--- config.mk ---
export PLATFORM = sky130hd
export DESIGN_NAME = rpes_top
export DESIGN_NICKNAME = d
export VERILOG_FILES = /design/src/rtl/rpes_pkg.sv /design/src/rtl/rpes_cnt_if.sv /design/src/rtl/rpes_top.sv /design/src/rtl/rpes_timer.sv
export SDC_FILE = /design/constraint.sdc
export NUM_CORES = 1
export LEC_CHECK = 0
export BUFFER_PORTS_ARGS = -buffer_cell sky130_fd_sc_hd__buf_2
export CAP_MARGIN = 10
export CORE_UTILIZATION = 50
export CTS_CLUSTER_SIZE = 40
export DETAILED_ROUTE_END_ITERATION = 6
export PLACE_DENSITY = 0.66
export SLEW_MARGIN = 20
export SYNTH_ARGS = -nofsm -noshare
export SYNTH_HDL_FRONTEND = slang
export SYNTH_HIERARCHICAL = 1
export SYNTH_SLANG_ARGS = --single-unit
--- constraint.sdc ---
create_clock -name clk -period 3.26 [get_ports clk]
set_clock_uncertainty 0.1 [all_clocks]
set_input_delay 0.489 -clock clk [delete_from_list [all_inputs] [get_ports clk]]
set_output_delay 0.489 -clock clk [all_outputs]
set_load 0.05 [all_outputs]
--- src/rtl/rpes_pkg.sv ---
// package: constants for the radio power enable sequencer
package rpes_pkg;
    localparam int unsigned CLK_HZ = 10000000;
    localparam int unsigned POR_MAX_MS = 110;
    localparam int unsigned OFF_MIN_MS = 10;
    localparam int unsigned HOST_ACCESS_MIN_MS = 150;
    // longest times round down
    localparam int unsigned POR_CYCLES = (CLK_HZ / 1000) * POR_MAX_MS;
    // least times round down as well
    localparam int unsigned OFF_CYCLES = (CLK_HZ / 1000) * OFF_MIN_MS;
    localparam int unsigned HOST_ACCESS_CYCLES = (CLK_HZ / 1000) * HOST_ACCESS_MIN_MS;
    localparam int unsigned CNT_W = 32;
    typedef enum logic [1:0] {
        RPES_POR,
        RPES_OFF,
        RPES_ON
    } rpes_state_t;
endpackage

--- src/rtl/rpes_cnt_if.sv ---
// interface: counter control between sequencer and timer
`timescale 1ns/100ps
interface rpes_cnt_if;
    logic clear;
    logic [31:0] limit;
    logic done;
    modport ctrl (output clear, output limit, input done);
    modport timer (input clear, input limit, output done);
endinterface

--- src/rtl/rpes_top.sv ---
// module: power and reset sequencer for the wlan and second radio sections
//
// Summary of operation
// - wlan request high enables regulators, releases wlan
// - wlan request low holds wlan in reset
// - regulator enable is OR of both requests
// - second radio low: hold it in reset
// - power-on reset releases within 110 ms
`timescale 1ns/100ps
module rpes_top #(
    parameter int unsigned POR_CYCLES = rpes_pkg::POR_CYCLES,
    parameter int unsigned HOST_ACCESS_CYCLES = rpes_pkg::HOST_ACCESS_CYCLES
) (
    input wire logic clk,
    input wire logic reset_n,
    input wire logic wlan_power_request,
    input wire logic second_radio_power_request,
    output logic regulator_enable,
    output logic wlan_reset_n,
    output logic second_radio_reset_n,
    output logic por_active,
    output logic host_access_ready
);
    rpes_cnt_if cnt ();
    // sequencer state and registered output levels
    rpes_pkg::rpes_state_t state_reg;
    rpes_pkg::rpes_state_t state_next;
    logic reg_en_reg, reg_en_next;
    logic wlan_rst_n_reg, wlan_rst_n_next;
    logic radio_rst_n_reg, radio_rst_n_next;
    logic ready_reg, ready_next;
    logic [31:0] ready_cnt_reg, ready_cnt_next;
    // check-only age counter, saturates one past the longer window
    localparam int unsigned AGE_MAX = ((POR_CYCLES > HOST_ACCESS_CYCLES) ? POR_CYCLES : HOST_ACCESS_CYCLES) + 32'h0000_0001;
    logic [31:0] age_reg;
    logic [31:0] age_next;

    // window timer; it only runs while the sequencer sits in power-on reset
    rpes_timer u_timer (
        .clk(clk),
        .reset_n(reset_n),
        .cnt(cnt)
    );

    // =========================================
    // power-on reset window, counted once from reset release
    // counter is parked at zero once the window has closed, so it stays quiet while powered
    assign cnt.clear = (state_reg != rpes_pkg::RPES_POR);
    assign cnt.limit = POR_CYCLES;

    always_comb begin
        state_next = state_reg;
        reg_en_next = 1'b0;
        wlan_rst_n_next = 1'b0;
        radio_rst_n_next = 1'b0;
        case (state_reg)
            rpes_pkg::RPES_POR: begin
                // everything held until the window closes
                if (cnt.done) begin
                    state_next = rpes_pkg::RPES_OFF;
                end
            end
            rpes_pkg::RPES_OFF, rpes_pkg::RPES_ON: begin
                reg_en_next = wlan_power_request | second_radio_power_request;
                wlan_rst_n_next = wlan_power_request;
                // second radio reset follows its own request only
                radio_rst_n_next = second_radio_power_request;
                state_next = reg_en_next ? rpes_pkg::RPES_ON : rpes_pkg::RPES_OFF;
            end
            default: begin
                state_next = rpes_pkg::RPES_POR;
            end
        endcase
    end

    // =========================================
    // ready flag for host bus accesses; informative only, host keeps its own wait
    always_comb begin
        ready_cnt_next = ready_cnt_reg;
        ready_next = ready_reg;
        if (ready_cnt_reg < HOST_ACCESS_CYCLES) begin
            ready_cnt_next = ready_cnt_reg + 32'h0000_0001;
        end else begin
            ready_next = 1'b1;
        end
    end

    // sequencer state and output levels
    always_ff @(posedge clk or negedge reset_n) begin
        if (!reset_n) begin
            state_reg <= rpes_pkg::RPES_POR;
            reg_en_reg <= 1'b0;
            wlan_rst_n_reg <= 1'b0;
            radio_rst_n_reg <= 1'b0;
        end else begin
            state_reg <= state_next;
            reg_en_reg <= reg_en_next;
            wlan_rst_n_reg <= wlan_rst_n_next;
            radio_rst_n_reg <= radio_rst_n_next;
        end
    end

    // ready flag and its counter; a reset in mid-run starts the wait again
    always_ff @(posedge clk or negedge reset_n) begin
        if (!reset_n) begin
            ready_reg <= 1'b0;
            ready_cnt_reg <= 32'h0000_0000;
        end else begin
            ready_reg <= ready_next;
            ready_cnt_reg <= ready_cnt_next;
        end
    end

    // outputs straight from flip-flops; por_active is a state decode
    assign regulator_enable = reg_en_reg;
    assign wlan_reset_n = wlan_rst_n_reg;
    assign second_radio_reset_n = radio_rst_n_reg;
    assign por_active = (state_reg == rpes_pkg::RPES_POR);
    assign host_access_ready = ready_reg;

    // =========================================
    // age since reset release; only the window checks below read it
    always_comb begin
        age_next = age_reg;
        if (age_reg < AGE_MAX) begin
            age_next = age_reg + 32'h0000_0001;
        end
    end

    // registered age, cleared by every reset
    always_ff @(posedge clk or negedge reset_n) begin
        if (!reset_n) begin
            age_reg <= 32'h0000_0000;
        end else begin
            age_reg <= age_next;
        end
    end

    // =========================================
    // level checks: outputs follow the requests one edge later
    a_reg_en_or: assert property (@(posedge clk) disable iff (!reset_n)
        !por_active |=> regulator_enable == $past(wlan_power_request | second_radio_power_request))
        else $error("regulator enable not OR of requests");
    a_regs_on_any: assert property (@(posedge clk) disable iff (!reset_n)
        (!por_active && (wlan_power_request || second_radio_power_request)) |=> regulator_enable)
        else $error("regulators off with a request high");
    a_reg_off_both: assert property (@(posedge clk) disable iff (!reset_n)
        (!wlan_power_request && !second_radio_power_request) |=> !regulator_enable)
        else $error("regulators on with both requests low");
    a_reg_needs_req: assert property (@(posedge clk) disable iff (!reset_n)
        regulator_enable |-> $past(wlan_power_request | second_radio_power_request))
        else $error("regulators on without a request");
    a_wlan_release: assert property (@(posedge clk) disable iff (!reset_n)
        (!por_active && wlan_power_request) |=> wlan_reset_n && regulator_enable)
        else $error("wlan not released");
    a_wlan_hold: assert property (@(posedge clk) disable iff (!reset_n)
        !wlan_power_request |=> !wlan_reset_n)
        else $error("wlan not held in reset");
    a_wlan_needs_req: assert property (@(posedge clk) disable iff (!reset_n)
        wlan_reset_n |-> $past(wlan_power_request))
        else $error("wlan released without a request");
    a_wlan_implies_reg: assert property (@(posedge clk) disable iff (!reset_n)
        wlan_reset_n |-> regulator_enable)
        else $error("wlan released with regulators off");
    a_radio_hold: assert property (@(posedge clk) disable iff (!reset_n)
        (wlan_power_request && !second_radio_power_request) |=> !second_radio_reset_n)
        else $error("second radio not held in reset");
    a_radio_release: assert property (@(posedge clk) disable iff (!reset_n)
        (!por_active && second_radio_power_request) |=> second_radio_reset_n)
        else $error("second radio not released");
    a_radio_needs_req: assert property (@(posedge clk) disable iff (!reset_n)
        second_radio_reset_n |-> $past(second_radio_power_request))
        else $error("second radio released without a request");
    a_radio_implies_reg: assert property (@(posedge clk) disable iff (!reset_n)
        second_radio_reset_n |-> regulator_enable)
        else $error("second radio released with regulators off");
    a_state_match: assert property (@(posedge clk) disable iff (!reset_n)
        regulator_enable == (state_reg == rpes_pkg::RPES_ON))
        else $error("sequencer state disagrees with regulator enable");

    // =========================================
    // power-on reset checks; the age counter gives a bound independent of the timer
    a_por_holds: assert property (@(posedge clk) disable iff (!reset_n)
        por_active |-> !regulator_enable && !wlan_reset_n && !second_radio_reset_n)
        else $error("outputs active during power-on reset");
    a_por_bound: assert property (@(posedge clk) disable iff (!reset_n)
        cnt.done |=> !por_active)
        else $error("power-on reset not released");
    a_por_limit: assert property (@(posedge clk) disable iff (!reset_n)
        (age_reg > POR_CYCLES) |-> !por_active)
        else $error("power-on reset held too long");
    a_por_min_hold: assert property (@(posedge clk) disable iff (!reset_n)
        (age_reg <= POR_CYCLES) |-> por_active)
        else $error("power-on reset released early");
    a_por_exit_off: assert property (@(posedge clk) disable iff (!reset_n)
        $fell(por_active) |-> !regulator_enable && !wlan_reset_n && !second_radio_reset_n)
        else $error("outputs active on the edge leaving power-on reset");

    // =========================================
    // host ready checks; the flag is advisory, the host still keeps its own wait
    a_ready_order: assert property (@(posedge clk) disable iff (!reset_n)
        host_access_ready |-> !por_active)
        else $error("host ready before reset release");
    a_ready_stays: assert property (@(posedge clk) disable iff (!reset_n)
        host_access_ready |=> host_access_ready)
        else $error("host ready dropped");
    a_ready_early: assert property (@(posedge clk) disable iff (!reset_n)
        (age_reg <= HOST_ACCESS_CYCLES) |-> !host_access_ready)
        else $error("host ready too early");
    a_ready_late: assert property (@(posedge clk) disable iff (!reset_n)
        (age_reg > HOST_ACCESS_CYCLES) |-> host_access_ready)
        else $error("host ready missing after the wait");

    // =========================================
    // coverage of the main power states
    c_wlan_on: cover property (@(posedge clk) disable iff (!reset_n) wlan_reset_n && second_radio_reset_n);
    c_wlan_only: cover property (@(posedge clk) disable iff (!reset_n) wlan_reset_n && !second_radio_reset_n);
    c_radio_only: cover property (@(posedge clk) disable iff (!reset_n) second_radio_reset_n && !wlan_reset_n);
    c_all_off: cover property (@(posedge clk) disable iff (!reset_n) $fell(regulator_enable));
    c_ready_seen: cover property (@(posedge clk) disable iff (!reset_n) $rose(host_access_ready));
endmodule

--- src/rtl/rpes_timer.sv ---
// module: saturating cycle timer
`timescale 1ns/100ps
module rpes_timer (
    input wire logic clk,
    input wire logic reset_n,
    rpes_cnt_if.timer cnt
);
    logic [31:0] count_reg;
    logic [31:0] count_next;

    // =========================================
    // count up until the limit, then hold
    always_comb begin
        count_next = count_reg;
        if (cnt.clear) begin
            count_next = 32'h0000_0000;
        end else if (count_reg < cnt.limit) begin
            count_next = count_reg + 32'h0000_0001;
        end
    end

    always_ff @(posedge clk or negedge reset_n) begin
        if (!reset_n) begin
            count_reg <= 32'h0000_0000;
        end else begin
            count_reg <= count_next;
        end
    end

    assign cnt.done = (count_reg >= cnt.limit) && !cnt.clear;
endmodule

==> impl_metrics.toml, run 1 <==
[outcome]
status = "completed"

[sta]
fin_crit_ps = 2840
fin_crit_sh_pct = 87.2
relSlewSlack_pct = 54.5
slew_violations = 0
whs_ps = 25.1
max_freq_ghz = 0.352
finalHoldViolCount = 0
fin_tns_setup_ps = 0
fin_ws_ps = 417
tightest_slew_ps = 682
setup_viol = 0
rsz0062_at_grt = "no"

[synthesis]
syn_area_per_cell_um2 = 9.27
async_flop_share_pct = 100
yosysWarnings = 6
synth_edf_count = 0
ys_seq_area_share_pct = 40.5
yosysUniqueCellTypes = 46
synth_cells = 467
netlist_area_um2 = 4330
ys_seq_elements = 70
synth-main-ff-cell = "dfrtp_1"

[clocking]
ctsHoldBuffers = 0
cts_buffer_depth = 2
cts-resized-gates = 0
cts-root-buf = "clkbuf_8"
clock_sinks = 70
cts_max_level = 3
cts_buffers = 9
cts_tree = "built"
worst_skew_pair.late_latency_ps = 370
path_clk_slew_ps = 80
post_cts_buffers = 0

[place]
gp_congestion = 0.791
pre_cts_ws_ps = 263
hpwl_mm = 5.77
port-buffer-count = 8
placedCellCount = 591

[floorplanning]
start_util_pct = 52.2
die_area_um2 = 9040
io_pins = 9
die_height_um = 95.1
row_count = 33
die_x_um = 95.1
core_um2 = 8300

[cells_and_area]
final_cell_mix = "dfrtp_1 (70), inv_1 (38), ha_1 (36)"
fin_nets = 537
fillCellCount = 720
layout_commonest_cell = "dfrtp_1"
multi_input_area_um2 = 2430
num_antenna_cells = 0
drive_gt1_share_pct = 12.7
seqCellArea_um2 = 1750
syn2layout_area_growth_pct = 10.9
instances_no_fill = 607

[power]
p_leak_nw = 2.24
powerDensity_nw_per_um2 = 480
ir_drop_mv = 0.456

[route]
drcViolationCount = 0
vias_per_cell = 5.45
vias = 3311
dr.pass1.iters = 4
drtAntennaViolNets = 0
wl_per_cell_um = 13.9
detail_route.iter0.violations = 142
drt_wl_total_mm = 8.43

[global_route]
track_usage_pct = 21.1
grt_pass1_wl_mm = 14.7
grt_overflow_total = 0
antenna_found_initial = 0
grt_max_degree = 71
grt_pass1_vias = 3212

[setup_path]
required_ps = 3430
endpoint_kind = "flip-flop"
crit_fanout = 43
critical_path_class = "reg2reg"
start_kind = "flip-flop"
critPathArrivalTime_ps = 3020

[flow_run]
cap_viol_max_count = 0

[worst_hold_path]
hp-class = "in2async"
==> cell families (layout without fill, tap and decap cells) <==
| logic type | count (synthesis) | after routing | synth area share, % |
|---|---|---|---|
| AND/OR/NAND/NOR | 200 | 200 | 24.9 |
| flip-flops | 70 | 70 | 40.5 |
| buffers and inverters | 65 | 70 | 6.10 |
| AO/OA/AOI/OAI | 51 | 51 | 7.89 |
| adder cells (fa/ha/maj) | 36 | 36 | 10.4 |
| multiplexers | 24 | 24 | 6.21 |
| XOR/XNOR | 19 | 19 | 3.84 |
| other | 2 | 32 | 0.173 |
==> final timing paths <==
check | end | start | slack [ps] | cells after the start
min in group clk | state_reg[0]$_DFFE_PN0P_ | wlan_power_request | 240 | 2
hold reg to reg | ready_cnt_reg[26]$_DFFE_PN0N_ | ready_cnt_reg[26]$_DFFE_PN0N_ | 280 | 0
max in group asynchronous | u_timer/count_reg[26]$_DFFE_PN0P_ | reset_n | 2710 | 2
setup / recovery | state_reg[0]$_DFFE_PN0P_ | u_timer/count_reg[30]$_DFFE_PN0P_ | 420 | 9
hold / removal | state_reg[0]$_DFFE_PN0P_ | reset_n | 30 | 2
setup reg to reg | state_reg[0]$_DFFE_PN0P_ | u_timer/count_reg[30]$_DFFE_PN0P_ | 420 | 9
==> final cells by class <==
type	instances	area share [%]
clock inverter	7	2.21
multi-input combinational	362	50.7
clock buffer	9	2.58
inverter	38	2.97
timing repair buffer	16	2.34
tap	105	2.74
sequential	70	36.5
==> per-stage QoR <==
| stage | util, % | instance area [um^2] | power (mW) |
|---|---|---|---|
| 2_1_floorplan | - | 4440 | 1.39 |
| 4_1_cts | 57.8 | 4800 | 2.33 |
| 3_5_place_dp | 55.0 | 4570 | 1.51 |
| 6_report | 57.9 | 4800 | 2.30 |
| 3_3_place_gp | 55.0 | 4570 | 1.48 |
| 5_1_grt | 57.9 | 4800 | 2.43 |
==> where the power goes <==
part	switching [mW]	total, mW	internal [mW]
clock network	0.375	0.817	0.442
registers	0.0270	0.935	0.908
logic	0.385	0.552	0.167
==> routing by layer <==
metal,track usage [%],wire length (um),vias up,part of all wire (%)
met5,0,0,-,0
met4,6.82,100,0,1.2
met3,4.63,227,9,2.7
met2,33.7,3950,38,47
met1,28.3,4150,1584,49
li1,-,-,1680,-
==> cells in the mapped netlist (9+ instances only) <==
cell type  instances  share of area, %
nor3_1            11               1.3
nor2_1            32               2.8
nor2b_1           24               3.5
nand3_1           27               3.1
mux2_2            23               6.0
and3_1            10               1.4
o21ai_0            9               1.0
inv_1             38               3.3
a21oi_1           23               2.7
dfrtp_1           70                40
xnor2_1           18               3.6
ha_1              36                10
nand2_1           29               2.5
nand4_1           25               3.6
clkbuf_1          20               1.7
nor4_1            17               2.5
==> worst max-delay path: stages (launching register included) <==
cell	delay, ps
dfrtp_1	420
ha_1	320
nand4_1	200
nor4_2	510
o41a_4	530
nor2_1	90
a21oi_1	210
mux2i_1	210
nand2_1	70
o21ai_0	70
(Power assumes the default switching activity.)
==> run 2: changes to the inputs <==
GPL_TIMING_DRIVEN = 0   (was default)
==> run 2 against run 1 <==
  * Final cell count up 3.3%
  * First-iteration DRC count up 18%
  * Clock power down 18%
  * Die area unchanged
  * Worst setup slack worse by 210 ps
  * Via count up 3.1%
  * Non-clock buffer count up 21
==> impl_metrics.toml, run 2 (synthesized netlist as in run 1, its figures left out) <==
[outcome]
status = "completed"

[cells_and_area]
final_cell_mix = "dfrtp_1 (70), inv_1 (38), ha_1 (36)"
instances_no_fill = 627
fin_nets = 558
layout_commonest_cell = "dfrtp_1"
syn2layout_area_growth_pct = 12.1
drive_gt1_share_pct = 11.9
seqCellArea_um2 = 1750
num_antenna_cells = 0
fillCellCount = 740
multi_input_area_um2 = 2450
utilization_pct = 58.5

[sta]
rsz0062_at_grt = "no"
setup_viol = 0
fin_tns_setup_ps = 0
relSlewSlack_pct = 53.7
tightest_slew_ps = 692
slew_violations = 0
fin_crit_ps = 3050
max_freq_ghz = 0.328
fin_crit_sh_pct = 93.5
finalHoldViolCount = 0

[power]
pwr-share-clk_pct = 30.4
power_switching_mw = 0.776
ir_drop_mv = 0.385
power_mw = 2.21
p_leak_nw = 2.27
p_comb_share_pct = 27.4
p_int_mw = 1.44
swShare_pct = 35.1
powerDensity_nw_per_um2 = 456
pwr-share-seq_pct = 42.2

[worst_hold_path]
holdCritStartpoint = "wlan_power_request"
hold_depth = 2
hp-class = "in2reg"
holdPathEnd = "state_reg[0]$_DFFE_PN0P_"

[clocking]
path_clk_slew_ps = 80
post_cts_buffers = 0
cts_buffers = 9
cts_max_level = 3
cts-root-buf = "clkbuf_8"
cts_tree = "built"
cts_buffer_depth = 2
clock_sinks = 70
worst_skew_pair.late_latency_ps = 340

[route]
vias_per_cell = 5.44
dr.pass1.iters = 4
drt_wl_total_mm = 8.79
wl_per_cell_um = 14.0
drcViolationCount = 0
drtAntennaViolNets = 0
vias = 3412
detail_route.iter0.violations = 167

[place]
gp_congestion = 0.781
hpwl_mm = 6.46
placedCellCount = 611
port-buffer-count = 8

[setup_path]
reg2reg_setup_slack_ps = 210
start_kind = "flip-flop"
required_ps = 3390
crit_fanout = 10
endpoint_kind = "flip-flop"
critical_path_class = "reg2reg"
r2r_start = "u_timer/count_reg[29]$_DFFE_PN0P_"
regToRegEndpoint = "u_timer/count_reg[24]$_DFFE_PN0P_"
reg2reg_depth = 8
critPathArrivalTime_ps = 3180

[floorplanning]
die_area_um2 = 9040
io_pins = 9
die_height_um = 95.1
start_util_pct = 52.2
core_um2 = 8300
die_x_um = 95.1
row_count = 33

[global_route]
grt_overflow_total = 0
grt_pass1_wl_mm = 15.2
track_usage_pct = 21.8
antenna_found_initial = 0
grt_pass1_vias = 3305
grt_max_degree = 46

[flow_run]
cap_viol_max_count = 0
==> run 2: cell types whose count changed in the layout (fill, tap and decap cells not counted), moves of 2 or more <==
cell / change
buf_2: +2
clkinv_4: -2
buf_4: -4
clkbuf_1: +22
clkinv_2: +2
==> run 2: power groups by stage <==
stage	clock (mW)	sequential (mW)	combinational, mW
after floorplan	0	1.01	0.381
after global placement	0	0.949	0.576
after detailed placement	0	0.951	0.602
after CTS	0.690	0.934	0.605
after global routing	0.729	0.938	0.678
final	0.672	0.933	0.607
==> run 2: worst max-delay path, stage by stage, from the launching register on <==
cell	delay, ps
dfrtp_1	440
ha_1	280
nand4_1	260
inv_1	90
a221oi_2	400
nand2_1	290
clkbuf_1	290
nor4_1	420
mux2_2	370
==> run 2: final cells by class <==
cell class | count | share of cell area [%]
timing repair buffer | 10 | 1.65
tap | 105 | 2.71
clock inverter | 4 | 1.00
clock buffer | 11 | 2.71
multi-input combinational | 362 | 50.4
buffer | 27 | 2.55
inverter | 38 | 2.94
sequential | 70 | 36.1
==> run 2: routing by layer <==
metal / routed length, um / global-route usage (%) / up-vias
met1: 4250 / 30.2 / 1622
met5: 0 / 0 / -
li1: - / - / 1717
met4: 123 / 8.21 / 0
met3: 367 / 3.67 / 11
met2: 4050 / 34.3 / 62
==> run 2: timing repair <==
action	4_1_cts	5_1_grt
hold buffers	1	0
pin swaps	0	1
setup endpoints to repair	1	2
hold endpoints to repair	25	0
resized for setup	1	3
==> run 2: how the worst max path moves through the flow <==
| stage | start | end |
|---|---|---|
| final | u_timer/count_reg[29]$_DFFE_PN0P_ | u_timer/count_reg[24]$_DFFE_PN0P_ |
| after global routing | u_timer/count_reg[25]$_DFFE_PN0P_ | state_reg[0]$_DFFE_PN0P_ |
| after CTS | u_timer/count_reg[29]$_DFFE_PN0P_ | state_reg[0]$_DFFE_PN0P_ |
| after detailed placement | u_timer/count_reg[30]$_DFFE_PN0P_ | state_reg[0]$_DFFE_PN0P_ |
| after global placement | u_timer/count_reg[30]$_DFFE_PN0P_ | state_reg[0]$_DFFE_PN0P_ |
| after floorplan | u_timer/count_reg[1]$_DFFE_PN0P_ | state_reg[0]$_DFFE_PN0P_ |
==> run 2: per-stage QoR <==
stage	instance area (um^2)	setup WS, ps	hold slack, ps
3_3_place_gp	4610	24.1	333
5_1_grt	4860	26.9	260
3_5_place_dp	4640	-52.8	316
6_report	4860	211	245
2_1_floorplan	4440	627	93.4
4_1_cts	4840	95.2	233
